$ cat config.mk
export PLATFORM = sky130hd
export DESIGN_NAME = ulf_uart
export DESIGN_NICKNAME = d
export VERILOG_FILES = /design/src/ulf_pkg.sv /design/src/ulf_uart.sv
export SDC_FILE = /design/constraint.sdc
export NUM_CORES = 2
export LEC_CHECK = 0
export BUFFER_PORTS_ARGS = -buffer_cell sky130_fd_sc_hd__buf_2
export CAP_MARGIN = 10
export CORE_ASPECT_RATIO = 1.1
export CORE_MARGIN = 2
export CORE_UTILIZATION = 45
export DETAILED_ROUTE_END_ITERATION = 7
export PLACE_DENSITY = 0.64
export SETUP_SLACK_MARGIN = 0.1
export SKIP_CTS_REPAIR_TIMING = 1
export SLEW_MARGIN = 0
export SYNTH_ARGS = -nofsm -noshare
export SYNTH_HDL_FRONTEND = slang
export SYNTH_SLANG_ARGS = --single-unit
$ cat constraint.sdc
create_clock -name clk -period 4.3 [get_ports clk]
set_input_delay 0.215 -clock clk [delete_from_list [all_inputs] [get_ports clk]]
set_output_delay 0.215 -clock clk [all_outputs]
set_load 0.03 [all_outputs]
$ cat src/ulf_pkg.sv
// Purpose: Shared constants for the line format and status serial channel
// Assumes: 8-bit register bus, 16x oversampled bit timing
// Notes:   Offsets, field positions, reset values and counts live here
package ulf_pkg;

    // ----------------------------------------
    // Register offsets
    // ----------------------------------------
    localparam int ADDR_W = 3;
    localparam logic [2:0] OFS_DATA = 3'h0;   // Receive/transmit holding or divisor low
    localparam logic [2:0] OFS_DIVH = 3'h1;   // Divisor high while divisor access is on
    localparam logic [2:0] OFS_LFC = 3'h3;    // line_format_control
    localparam logic [2:0] OFS_LCS = 3'h5;    // line_condition_status

    // ----------------------------------------
    // line_format_control fields
    // ----------------------------------------
    localparam int LFC_DIV_ACCESS = 7;
    localparam int LFC_BREAK = 6;
    localparam int LFC_FORCE_PAR = 5;
    localparam int LFC_EVEN_PAR = 4;
    localparam int LFC_PAR_EN = 3;
    localparam int LFC_STOP = 2;
    localparam int LFC_LEN_HI = 1;
    localparam logic [7:0] LFC_RESET = 8'h00;

    // ----------------------------------------
    // line_condition_status fields
    // ----------------------------------------
    localparam int LCS_FIFO_ERR = 7;
    localparam int LCS_TX_EMPTY = 6;
    localparam int LCS_THR_EMPTY = 5;
    localparam int LCS_BREAK = 4;
    localparam int LCS_FRAMING = 3;
    localparam int LCS_PARITY = 2;
    localparam int LCS_OVERRUN = 1;
    localparam int LCS_DATA_READY = 0;

    // ----------------------------------------
    // Bit timing, in 16x sample ticks
    // ----------------------------------------
    localparam logic [15:0] DIV_RESET = 16'h0001;
    localparam logic [5:0] TICKS_BIT = 6'h10;     // One bit time
    localparam logic [5:0] TICKS_HALF = 6'h08;    // Mid start bit
    localparam logic [5:0] TICKS_STOP15 = 6'h18;  // 1.5 stop bits
    localparam logic [5:0] TICKS_STOP2 = 6'h20;   // 2 stop bits
    localparam logic [2:0] LEN_BASE = 3'h5;       // Code 00 means five bits

    // Receive entry tag positions above the 8 data bits
    localparam int TAG_BREAK = 10;
    localparam int TAG_FRAMING = 9;
    localparam int TAG_PARITY = 8;

endpackage

$ cat src/ulf_uart.sv
// Purpose: Serial channel with character format control and line status reporting
// Assumes: Single clock, registers on a plain strobe port, read data one cycle later
// Notes:   Divisor sets 16x sample tick period in clocks; zero acts as one
module ulf_uart #(
    parameter int DEPTH = 64
) (
    // Clock and reset
    input wire logic clk,
    input wire logic arst_n,
    // Register port
    input wire logic [ulf_pkg::ADDR_W-1:0] reg_addr,
    input wire logic [7:0] reg_wdata,
    input wire logic reg_wr,
    input wire logic reg_rd,
    output logic [7:0] reg_rdata,
    // Serial line
    input wire logic rxd,
    output logic txd
);

    localparam int PW = $clog2(DEPTH);
    localparam int CW = $clog2(DEPTH + 1);
    localparam logic [CW-1:0] FULL = CW'(DEPTH);

    typedef enum logic [2:0] {TX_IDLE, TX_START, TX_DATA, TX_PAR, TX_STOP} ulf_tx_t;
    typedef enum logic [2:0] {RX_IDLE, RX_START, RX_DATA, RX_PAR, RX_STOP, RX_WAIT_HIGH} ulf_rx_t;

    // ----------------------------------------
    // Helpers
    // ----------------------------------------

    // Parity bit for a character under the current format
    function automatic logic par_bit(input logic [7:0] d, input logic [7:0] fmt);
        logic [7:0] m;
        m = d & (8'hff >> (3'h3 - fmt[ulf_pkg::LFC_LEN_HI:0]));
        if (fmt[ulf_pkg::LFC_FORCE_PAR]) begin
            par_bit = ~fmt[ulf_pkg::LFC_EVEN_PAR];
        end else begin
            par_bit = fmt[ulf_pkg::LFC_EVEN_PAR] ? ^m : ~^m;
        end
    endfunction

    // ----------------------------------------
    // Reset release
    // ----------------------------------------
    logic [1:0] rst_sync_reg;
    logic rst_n;

    // Release reset through two flops
    always_ff @(posedge clk or negedge arst_n) begin
        if (!arst_n) begin
            rst_sync_reg <= 2'h0;
        end else begin
            rst_sync_reg <= {rst_sync_reg[0], 1'b1};
        end
    end
    assign rst_n = rst_sync_reg[1];

    // ----------------------------------------
    // Registers and decode
    // ----------------------------------------
    logic [7:0] lfc_reg;
    logic [15:0] div_reg;
    logic div_access;
    logic data_wr;
    logic data_rd;
    logic lcs_rd;
    logic [2:0] len_m1;
    logic [5:0] stop_ticks;

    assign div_access = lfc_reg[ulf_pkg::LFC_DIV_ACCESS];
    assign data_wr = reg_wr && reg_addr == ulf_pkg::OFS_DATA && !div_access;
    assign data_rd = reg_rd && reg_addr == ulf_pkg::OFS_DATA && !div_access;
    assign lcs_rd = reg_rd && reg_addr == ulf_pkg::OFS_LCS;
    assign len_m1 = ulf_pkg::LEN_BASE + {1'b0, lfc_reg[ulf_pkg::LFC_LEN_HI:0]} - 3'h1;

    // Stop length in ticks
    always_comb begin
        if (!lfc_reg[ulf_pkg::LFC_STOP]) begin
            stop_ticks = ulf_pkg::TICKS_BIT;
        end else if (lfc_reg[ulf_pkg::LFC_LEN_HI:0] == 2'h0) begin
            stop_ticks = ulf_pkg::TICKS_STOP15;
        end else begin
            stop_ticks = ulf_pkg::TICKS_STOP2;
        end
    end

    // Format and divisor writes
    always_ff @(posedge clk or negedge rst_n) begin
        if (!rst_n) begin
            lfc_reg <= ulf_pkg::LFC_RESET;
            div_reg <= ulf_pkg::DIV_RESET;
        end else if (reg_wr) begin
            if (reg_addr == ulf_pkg::OFS_LFC) begin
                lfc_reg <= reg_wdata;
            end
            if (div_access && reg_addr == ulf_pkg::OFS_DATA) begin
                div_reg[7:0] <= reg_wdata;
            end
            if (div_access && reg_addr == ulf_pkg::OFS_DIVH) begin
                div_reg[15:8] <= reg_wdata;
            end
        end
    end

    // ----------------------------------------
    // Sample tick
    // ----------------------------------------
    logic [15:0] div_cnt_reg;
    logic tick_reg;

    // One pulse every divisor clocks
    always_ff @(posedge clk or negedge rst_n) begin
        if (!rst_n) begin
            div_cnt_reg <= 16'h0000;
            tick_reg <= 1'b0;
        end else if (div_cnt_reg + 16'h0001 >= div_reg) begin
            div_cnt_reg <= 16'h0000;
            tick_reg <= 1'b1;
        end else begin
            div_cnt_reg <= div_cnt_reg + 16'h0001;
            tick_reg <= 1'b0;
        end
    end

    // ----------------------------------------
    // Transmit FIFO
    // ----------------------------------------
    logic [7:0] tx_mem [DEPTH];
    logic [PW-1:0] tx_wp_reg;
    logic [PW-1:0] tx_rp_reg;
    logic [CW-1:0] tx_cnt_reg;
    logic tx_pop;
    logic tx_push;

    assign tx_push = data_wr && tx_cnt_reg != FULL;

    // Holding FIFO pointers and fill count
    always_ff @(posedge clk or negedge rst_n) begin
        if (!rst_n) begin
            tx_wp_reg <= '0;
            tx_rp_reg <= '0;
            tx_cnt_reg <= '0;
        end else begin
            if (tx_push) begin
                tx_wp_reg <= tx_wp_reg + PW'(1);
            end
            if (tx_pop) begin
                tx_rp_reg <= tx_rp_reg + PW'(1);
            end
            tx_cnt_reg <= tx_cnt_reg + CW'(tx_push) - CW'(tx_pop);
        end
    end

    // Memory write, no reset needed
    always_ff @(posedge clk) begin
        if (tx_push) begin
            tx_mem[tx_wp_reg] <= reg_wdata;
        end
    end

    // ----------------------------------------
    // Transmitter
    // ----------------------------------------
    ulf_tx_t tx_state_reg;
    logic [7:0] tx_sh_reg;
    logic [5:0] tx_tk_reg;
    logic [2:0] tx_bit_reg;
    logic tx_par_reg;
    logic tx_line_reg;

    assign tx_pop = tx_state_reg == TX_IDLE && tx_cnt_reg != '0;

    // Frame sequencer
    always_ff @(posedge clk or negedge rst_n) begin
        if (!rst_n) begin
            tx_state_reg <= TX_IDLE;
            tx_sh_reg <= 8'h00;
            tx_tk_reg <= 6'h00;
            tx_bit_reg <= 3'h0;
            tx_par_reg <= 1'b0;
            tx_line_reg <= 1'b1;
        end else begin
            unique case (tx_state_reg)
                TX_IDLE: begin
                    tx_line_reg <= 1'b1;
                    tx_tk_reg <= 6'h00;
                    if (tx_pop) begin
                        tx_sh_reg <= tx_mem[tx_rp_reg];
                        tx_par_reg <= par_bit(tx_mem[tx_rp_reg], lfc_reg);
                        tx_line_reg <= 1'b0;
                        tx_state_reg <= TX_START;
                    end
                end
                TX_START, TX_DATA, TX_PAR: begin
                    if (tick_reg) begin
                        tx_tk_reg <= tx_tk_reg + 6'h01;
                        if (tx_tk_reg == ulf_pkg::TICKS_BIT - 6'h01) begin
                            tx_tk_reg <= 6'h00;
                            if (tx_state_reg == TX_START) begin
                                tx_line_reg <= tx_sh_reg[0];
                                tx_bit_reg <= 3'h0;
                                tx_state_reg <= TX_DATA;
                            end else if (tx_state_reg == TX_DATA && tx_bit_reg != len_m1) begin
                                tx_line_reg <= tx_sh_reg[1];
                                tx_sh_reg <= tx_sh_reg >> 1;
                                tx_bit_reg <= tx_bit_reg + 3'h1;
                            end else if (tx_state_reg == TX_DATA && lfc_reg[ulf_pkg::LFC_PAR_EN]) begin
                                tx_line_reg <= tx_par_reg;
                                tx_state_reg <= TX_PAR;
                            end else begin
                                tx_line_reg <= 1'b1;
                                tx_state_reg <= TX_STOP;
                            end
                        end
                    end
                end
                TX_STOP: begin
                    if (tick_reg) begin
                        tx_tk_reg <= tx_tk_reg + 6'h01;
                        if (tx_tk_reg == stop_ticks - 6'h01) begin
                            tx_state_reg <= TX_IDLE;
                        end
                    end
                end
            endcase
        end
    end

    // Line driver with break override
    always_ff @(posedge clk or negedge rst_n) begin
        if (!rst_n) begin
            txd <= 1'b1;
        end else begin
            txd <= lfc_reg[ulf_pkg::LFC_BREAK] ? 1'b0 : tx_line_reg;
        end
    end

    // ----------------------------------------
    // Receiver
    // ----------------------------------------
    logic [1:0] rx_sync_reg;
    logic rx_in;
    ulf_rx_t rx_state_reg;
    logic [7:0] rx_sh_reg;
    logic [5:0] rx_tk_reg;
    logic [2:0] rx_bit_reg;
    logic rx_pbit_reg;
    logic rx_push_reg;
    logic [10:0] rx_entry_reg;

    // Two-flop input synchroniser
    always_ff @(posedge clk or negedge rst_n) begin
        if (!rst_n) begin
            rx_sync_reg <= 2'h3;
        end else begin
            rx_sync_reg <= {rx_sync_reg[0], rxd};
        end
    end
    assign rx_in = rx_sync_reg[1];

    // Frame sampler
    always_ff @(posedge clk or negedge rst_n) begin
        if (!rst_n) begin
            rx_state_reg <= RX_IDLE;
            rx_sh_reg <= 8'h00;
            rx_tk_reg <= 6'h00;
            rx_bit_reg <= 3'h0;
            rx_pbit_reg <= 1'b0;
            rx_push_reg <= 1'b0;
            rx_entry_reg <= 11'h000;
        end else begin
            rx_push_reg <= 1'b0;
            unique case (rx_state_reg)
                RX_IDLE: begin
                    rx_tk_reg <= 6'h00;
                    if (!rx_in) begin
                        rx_state_reg <= RX_START;
                    end
                end
                RX_START: begin
                    if (tick_reg) begin
                        rx_tk_reg <= rx_tk_reg + 6'h01;
                        if (rx_tk_reg == ulf_pkg::TICKS_HALF - 6'h01) begin
                            rx_tk_reg <= 6'h00;
                            rx_sh_reg <= 8'h00;
                            rx_bit_reg <= 3'h0;
                            rx_pbit_reg <= 1'b0;
                            rx_state_reg <= rx_in ? RX_IDLE : RX_DATA; // False start rejected
                        end
                    end
                end
                RX_DATA, RX_PAR: begin
                    if (tick_reg) begin
                        rx_tk_reg <= rx_tk_reg + 6'h01;
                        if (rx_tk_reg == ulf_pkg::TICKS_BIT - 6'h01) begin
                            rx_tk_reg <= 6'h00;
                            if (rx_state_reg == RX_PAR) begin
                                rx_pbit_reg <= rx_in;
                                rx_state_reg <= RX_STOP;
                            end else begin
                                rx_sh_reg[rx_bit_reg] <= rx_in;
                                rx_bit_reg <= rx_bit_reg + 3'h1;
                                if (rx_bit_reg == len_m1) begin
                                    rx_state_reg <= lfc_reg[ulf_pkg::LFC_PAR_EN] ? RX_PAR : RX_STOP;
                                end
                            end
                        end
                    end
                end
                RX_STOP: begin
                    if (tick_reg) begin
                        rx_tk_reg <= rx_tk_reg + 6'h01;
                        if (rx_tk_reg == ulf_pkg::TICKS_BIT - 6'h01) begin
                            rx_push_reg <= 1'b1;
                            rx_entry_reg[7:0] <= rx_sh_reg;
                            rx_entry_reg[ulf_pkg::TAG_FRAMING] <= !rx_in;
                            rx_entry_reg[ulf_pkg::TAG_BREAK] <= !rx_in && rx_sh_reg == 8'h00 && !rx_pbit_reg;
                            rx_entry_reg[ulf_pkg::TAG_PARITY] <= lfc_reg[ulf_pkg::LFC_PAR_EN]
                                && rx_pbit_reg != par_bit(rx_sh_reg, lfc_reg);
                            rx_state_reg <= rx_in ? RX_IDLE : RX_WAIT_HIGH;
                        end
                    end
                end
                RX_WAIT_HIGH: begin
                    if (rx_in) begin
                        rx_state_reg <= RX_IDLE;
                    end
                end
                default: begin
                    rx_state_reg <= RX_IDLE;
                end
            endcase
        end
    end

    // ----------------------------------------
    // Receive FIFO with error tags
    // ----------------------------------------
    logic [10:0] rx_mem [DEPTH];
    logic [PW-1:0] rx_wp_reg;
    logic [PW-1:0] rx_rp_reg;
    logic [CW-1:0] rx_cnt_reg;
    logic [CW-1:0] err_cnt_reg;
    logic [10:0] rx_head;
    logic rx_push;
    logic rx_pop;
    logic overrun_reg;

    assign rx_push = rx_push_reg && rx_cnt_reg != FULL;
    assign rx_pop = data_rd && rx_cnt_reg != '0;
    assign rx_head = rx_cnt_reg != '0 ? rx_mem[rx_rp_reg] : 11'h000;

    // Pointers, fill count and count of tagged entries
    always_ff @(posedge clk or negedge rst_n) begin
        if (!rst_n) begin
            rx_wp_reg <= '0;
            rx_rp_reg <= '0;
            rx_cnt_reg <= '0;
            err_cnt_reg <= '0;
        end else begin
            if (rx_push) begin
                rx_wp_reg <= rx_wp_reg + PW'(1);
            end
            if (rx_pop) begin
                rx_rp_reg <= rx_rp_reg + PW'(1);
            end
            rx_cnt_reg <= rx_cnt_reg + CW'(rx_push) - CW'(rx_pop);
            err_cnt_reg <= err_cnt_reg + CW'(rx_push && |rx_entry_reg[10:8])
                - CW'(rx_pop && |rx_head[10:8]);
        end
    end

    // Memory write, no reset needed
    always_ff @(posedge clk) begin
        if (rx_push) begin
            rx_mem[rx_wp_reg] <= rx_entry_reg;
        end
    end

    // Overrun: a lost character wins over a status-read clear
    always_ff @(posedge clk or negedge rst_n) begin
        if (!rst_n) begin
            overrun_reg <= 1'b0;
        end else if (rx_push_reg && rx_cnt_reg == FULL) begin
            overrun_reg <= 1'b1;
        end else if (lcs_rd) begin
            overrun_reg <= 1'b0;
        end
    end

    // ----------------------------------------
    // Read data
    // ----------------------------------------
    logic [7:0] lcs_val;

    assign lcs_val = {err_cnt_reg != '0,
                      tx_cnt_reg == '0 && tx_state_reg == TX_IDLE,
                      tx_cnt_reg == '0,
                      rx_head[ulf_pkg::TAG_BREAK:ulf_pkg::TAG_PARITY],
                      overrun_reg,
                      rx_cnt_reg != '0};

    // Registered read answer, zero for unmapped offsets
    always_ff @(posedge clk or negedge rst_n) begin
        if (!rst_n) begin
            reg_rdata <= 8'h00;
        end else if (reg_rd) begin
            unique case (reg_addr)
                ulf_pkg::OFS_DATA: reg_rdata <= div_access ? div_reg[7:0] : rx_head[7:0];
                ulf_pkg::OFS_DIVH: reg_rdata <= div_access ? div_reg[15:8] : 8'h00;
                ulf_pkg::OFS_LFC: reg_rdata <= lfc_reg;
                ulf_pkg::OFS_LCS: reg_rdata <= lcs_val;
                default: reg_rdata <= 8'h00;
            endcase
        end else begin
            reg_rdata <= 8'h00;
        end
    end

endmodule

==> impl_metrics.tcl <==
set metrics [dict create \
    setup_violations 1 \
    grt_pass1_wl_um 184000 \
    slowest_delay_ns 0.53 \
    critPathLaunchType "flop" \
    period_share 1.00 \
    worstPathArrival_ns 4.92 \
    ff2ff_path_depth 20 \
    ios 25 \
    start_util 0.454 \
    p_sw_frac 0.236 \
    power.switching_uw 7160 \
    reg2reg_to "err_cnt_reg[6]$_DFF_PN0_" \
    rows 134 \
    syn_nets 2912 \
    gr-total-overflow 0 \
    die_area_mm2 0.125 \
    wl_per_cell_um 25.6 \
    final_core_util 0.518 \
    status "finished, violations left" \
    reg2reg_from "rx_rp_reg[0]$_DFFE_PN0P_" \
    numCtsBuffers 138 \
    crit_path_end_kind "flop" \
    synth_edf_count 1216 \
    power_frac_clock 0.381 \
    root_buffer "clkbuf_16" \
    intPower_uw 23200 \
    largest_reg_flops 704 \
    violations "setup timing" \
    p_total_uw 30400 \
    cts_tree "done" \
    power_frac_seq 0.496 \
    syn_area_mm2 0.0550 \
    postRouteAntennaNets 0 \
    maxCapViolations 0 \
    yosysSeqAreaShare 0.735 \
    whs_path_depth 1 \
    worst-path-max-fanout 7 \
    vdd_ir_drop_max_mv 0.396 \
    grt_pass1_vias 28254 \
    fin_crit_ns 4.31 \
    maxSlewViolCount 0 \
    cts_max_level 4 \
    viasPerCell 5.73 \
    drc 0 \
    ys_seq_elements 1371 \
    critPathKind "flop to flop" \
    ys_warn_count 0 \
    worst-r2r-setup-slack_ns -0.006 \
    routed_wl_um 123000 \
    portBuffers 24 \
    synth_cell_type_count 64 \
    finalNonFillerCells 4801 \
    num-fill-cells 9479 \
    hold_path.class "input port to flop" \
    path_cells "buf_12 -> buf_12 -> mux4_2 -> mux4_2 -> mux4_2 -> nor3_4 -> buf_6 -> nor2_4 -> ha_4 -> inv_2 -> ha_4 -> inv_2 -> fa_2 -> inv_2 -> a21oi_2 -> nor2_2 -> o21ai_1 -> a21oi_1 -> nor2_1 -> xnor2_1" \
    crit_slowest_cell "mux4_2" \
    clkLatencyLatePin_ns 0.74 \
    max_clock_freq_mhz 232 \
    hp-start "reg_wdata[5]" \
    leakagePower_uw 0.0218 \
    cts_buffer_depth 3 \
    largestRegisters "rx_mem x704, tx_mem x512" \
    hold_slack_ns 0.0121 \
    fin_nets 3132 \
    firstDrtPassIters 6 \
    die_h_um 371 \
    syn_area_per_cell_um2 19.4 \
    drive_above_1_share 0.259 \
    required_ns 4.92 \
    track_usage 0.199 \
    setup_slack_ns -0.00618 \
    hold_end "tx_mem[22][5]$_DFFE_PP_" \
    dr.first_iter.drc_count 2915 \
    hpwl_um 78700 \
    final_hold_viol_count 0 \
    dp.cells 4529 \
    synth_ff_type "edfxtp_1" \
    maxSlewHeadroom 0.187 \
    antenna_found_initial 1 \
    worst_clock_skew_ns 0.0234 \
    rsz0062_at_grt "true" \
    die_w_um 337 \
    power_density_mw_per_mm2 483 \
    grt_max_degree 81 \
    synth_cells 2839 \
    core_mm2 0.121 \
    place.gp.congestion 0.839 \
    async_reset_ff_frac 0.113 \
    cts_sinks 1371 \
    vias 27528 \
    worst_pin_slew_ns 1.22 \
    largest-register "rx_mem" \
    clkTransAtPathRegs_ns 0.06 \
    comb_power_share 0.123 \
    synthToLayoutAreaGrowth_pct 14.2 \
]
-- area by class of cell --
class	instances	area [um^2]	share of cell area
inverter	72	273	0.00434
clock buffer	186	3830	0.0610
sequential	1371	40400	0.644
multi-input combinational	1251	13700	0.219
antenna	1	2.50	0.0000399
clock inverter	63	532	0.00847
timing repair buffer	225	1940	0.0309
tap	1632	2040	0.0325
-- kinds of logic after synthesis --
kind of cell               share of synthesized area
muxes                                          0.157
adders and majority gates                     0.0134
xor gates and xnor gates                      0.0128
and+or+nand+nor                               0.0349
other                                      0.0000682
buffers and inverters                         0.0171
AOI/OAI and AO/OA                             0.0304
DFF                                            0.735
-- power groups by stage --
stage | Sequential [uW] | Combinational, uW | Clock (uW)
floorplan | 15100 | 2690 | 0
global placement | 15300 | 3440 | 0
detailed placement | 15300 | 3560 | 0
CTS | 15000 | 3580 | 11800
global route | 15100 | 4110 | 12300
finish | 15100 | 3730 | 11600
-- per-stage QoR --
step	cell area (um^2)	setup WS, ns	setup TNS, ns
6_report	62800	-0.00618	-0.00618
5_1_grt	62800	-0.125	-0.125
4_1_cts	62500	-0.283	-0.328
3_5_place_dp	58100	-0.272	-0.303
3_3_place_gp	58100	-0.371	-0.449
2_1_floorplan	55000	-0.101	-0.101
-- critical path, delay by kind of cell (launching register included) --
kind                       cells  cell delay [ns]
adders and majority gates      3             0.73
and+or+nand+nor                4             0.45
DFF                            1             0.50
muxes                          3             1.56
xor gates and xnor gates       1             0.12
buffers and inverters          6             0.57
AOI/OAI and AO/OA              3             0.25
-- cell usage after synthesis (11+ instances only) --
| cell | count | area share |
|---|---|---|
| xor2_1 | 21 | 0.0033 |
| a21oi_1 | 38 | 0.0035 |
| mux2_2 | 20 | 0.0041 |
| edfxtp_1 | 1216 | 0.66 |
| mux2i_1 | 74 | 0.013 |
| nand2_1 | 97 | 0.0066 |
| o21ai_1 | 18 | 0.0016 |
| dfrtp_1 | 150 | 0.068 |
| nor3_1 | 13 | 0.0012 |
| inv_1 | 72 | 0.0049 |
| o22ai_1 | 13 | 0.0015 |
| nand4_1 | 17 | 0.0019 |
| clkbuf_1 | 87 | 0.0059 |
| nor2b_1 | 22 | 0.0025 |
| buf_6 | 11 | 0.0023 |
| nor2_1 | 209 | 0.014 |
| a21o_1 | 14 | 0.0019 |
| mux4_2 | 340 | 0.14 |
| o21ai_0 | 57 | 0.0052 |
| nand3_1 | 24 | 0.0022 |
| a22o_1 | 12 | 0.0019 |
| buf_1 | 31 | 0.0021 |
| a221oi_1 | 31 | 0.0049 |
| xnor2_1 | 57 | 0.0091 |
| a211oi_1 | 11 | 0.0015 |
| ha_1 | 54 | 0.012 |
-- layout by cell type, fill, tap and decap left out, types with 8 or more instances in the layout --
cell type / synthesis / layout
inv_6: 0 / 9
nor2b_1: 22 / 22
buf_4: 9 / 168
dfrtp_1: 150 / 132
buf_12: 0 / 21
nor2_1: 209 / 207
nand4_1: 17 / 17
clkbuf_8: 0 / 8
inv_1: 72 / 68
o22ai_1: 13 / 13
a22o_1: 12 / 12
a211oi_1: 11 / 11
xnor2_1: 57 / 57
clkinv_1: 0 / 20
mux2i_1: 74 / 74
mux2_2: 20 / 20
edfxtp_1: 1216 / 1216
a21oi_1: 38 / 36
clkbuf_1: 87 / 33
xor2_1: 21 / 21
a21o_1: 14 / 14
o221ai_1: 9 / 9
o21ai_0: 57 / 56
nand2_1: 97 / 97
bufinv_16: 0 / 8
nor3_1: 13 / 12
nand3_1: 24 / 24
clkinv_2: 0 / 23
o31ai_1: 8 / 8
mux4_2: 340 / 340
dfrtp_2: 0 / 13
a221oi_1: 31 / 31
ha_1: 54 / 51
buf_2: 7 / 24
o21ai_1: 18 / 19
clkbuf_16: 0 / 144
-- worst max-delay path by stage --
stage | startpoint | endpoint | slack [ns]
floorplan | rx_rp_reg[0]$_DFFE_PN0P_ | err_cnt_reg[6]$_DFF_PN0_ | -0.10
global placement | rx_rp_reg[0]$_DFFE_PN0P_ | err_cnt_reg[6]$_DFF_PN0_ | -0.37
detailed placement | rx_rp_reg[0]$_DFFE_PN0P_ | err_cnt_reg[6]$_DFF_PN0_ | -0.27
CTS | rx_rp_reg[0]$_DFFE_PN0P_ | err_cnt_reg[6]$_DFF_PN0_ | -0.28
global route | rx_rp_reg[0]$_DFFE_PN0P_ | err_cnt_reg[6]$_DFF_PN0_ | -0.12
finish | rx_rp_reg[0]$_DFFE_PN0P_ | err_cnt_reg[6]$_DFF_PN0_ | -0.006
-- per-layer routing --
layer	track usage	share of wire	wire length, um	up-vias
li1	-	-	-	11885
met1	0.254	0.39	48000	14473
met2	0.353	0.53	64900	953
met3	0.0302	0.056	6920	215
met4	0.0591	0.027	3260	2
met5	0	0.000098	12	-
Note: power is estimated with default switching activity, not from simulation.
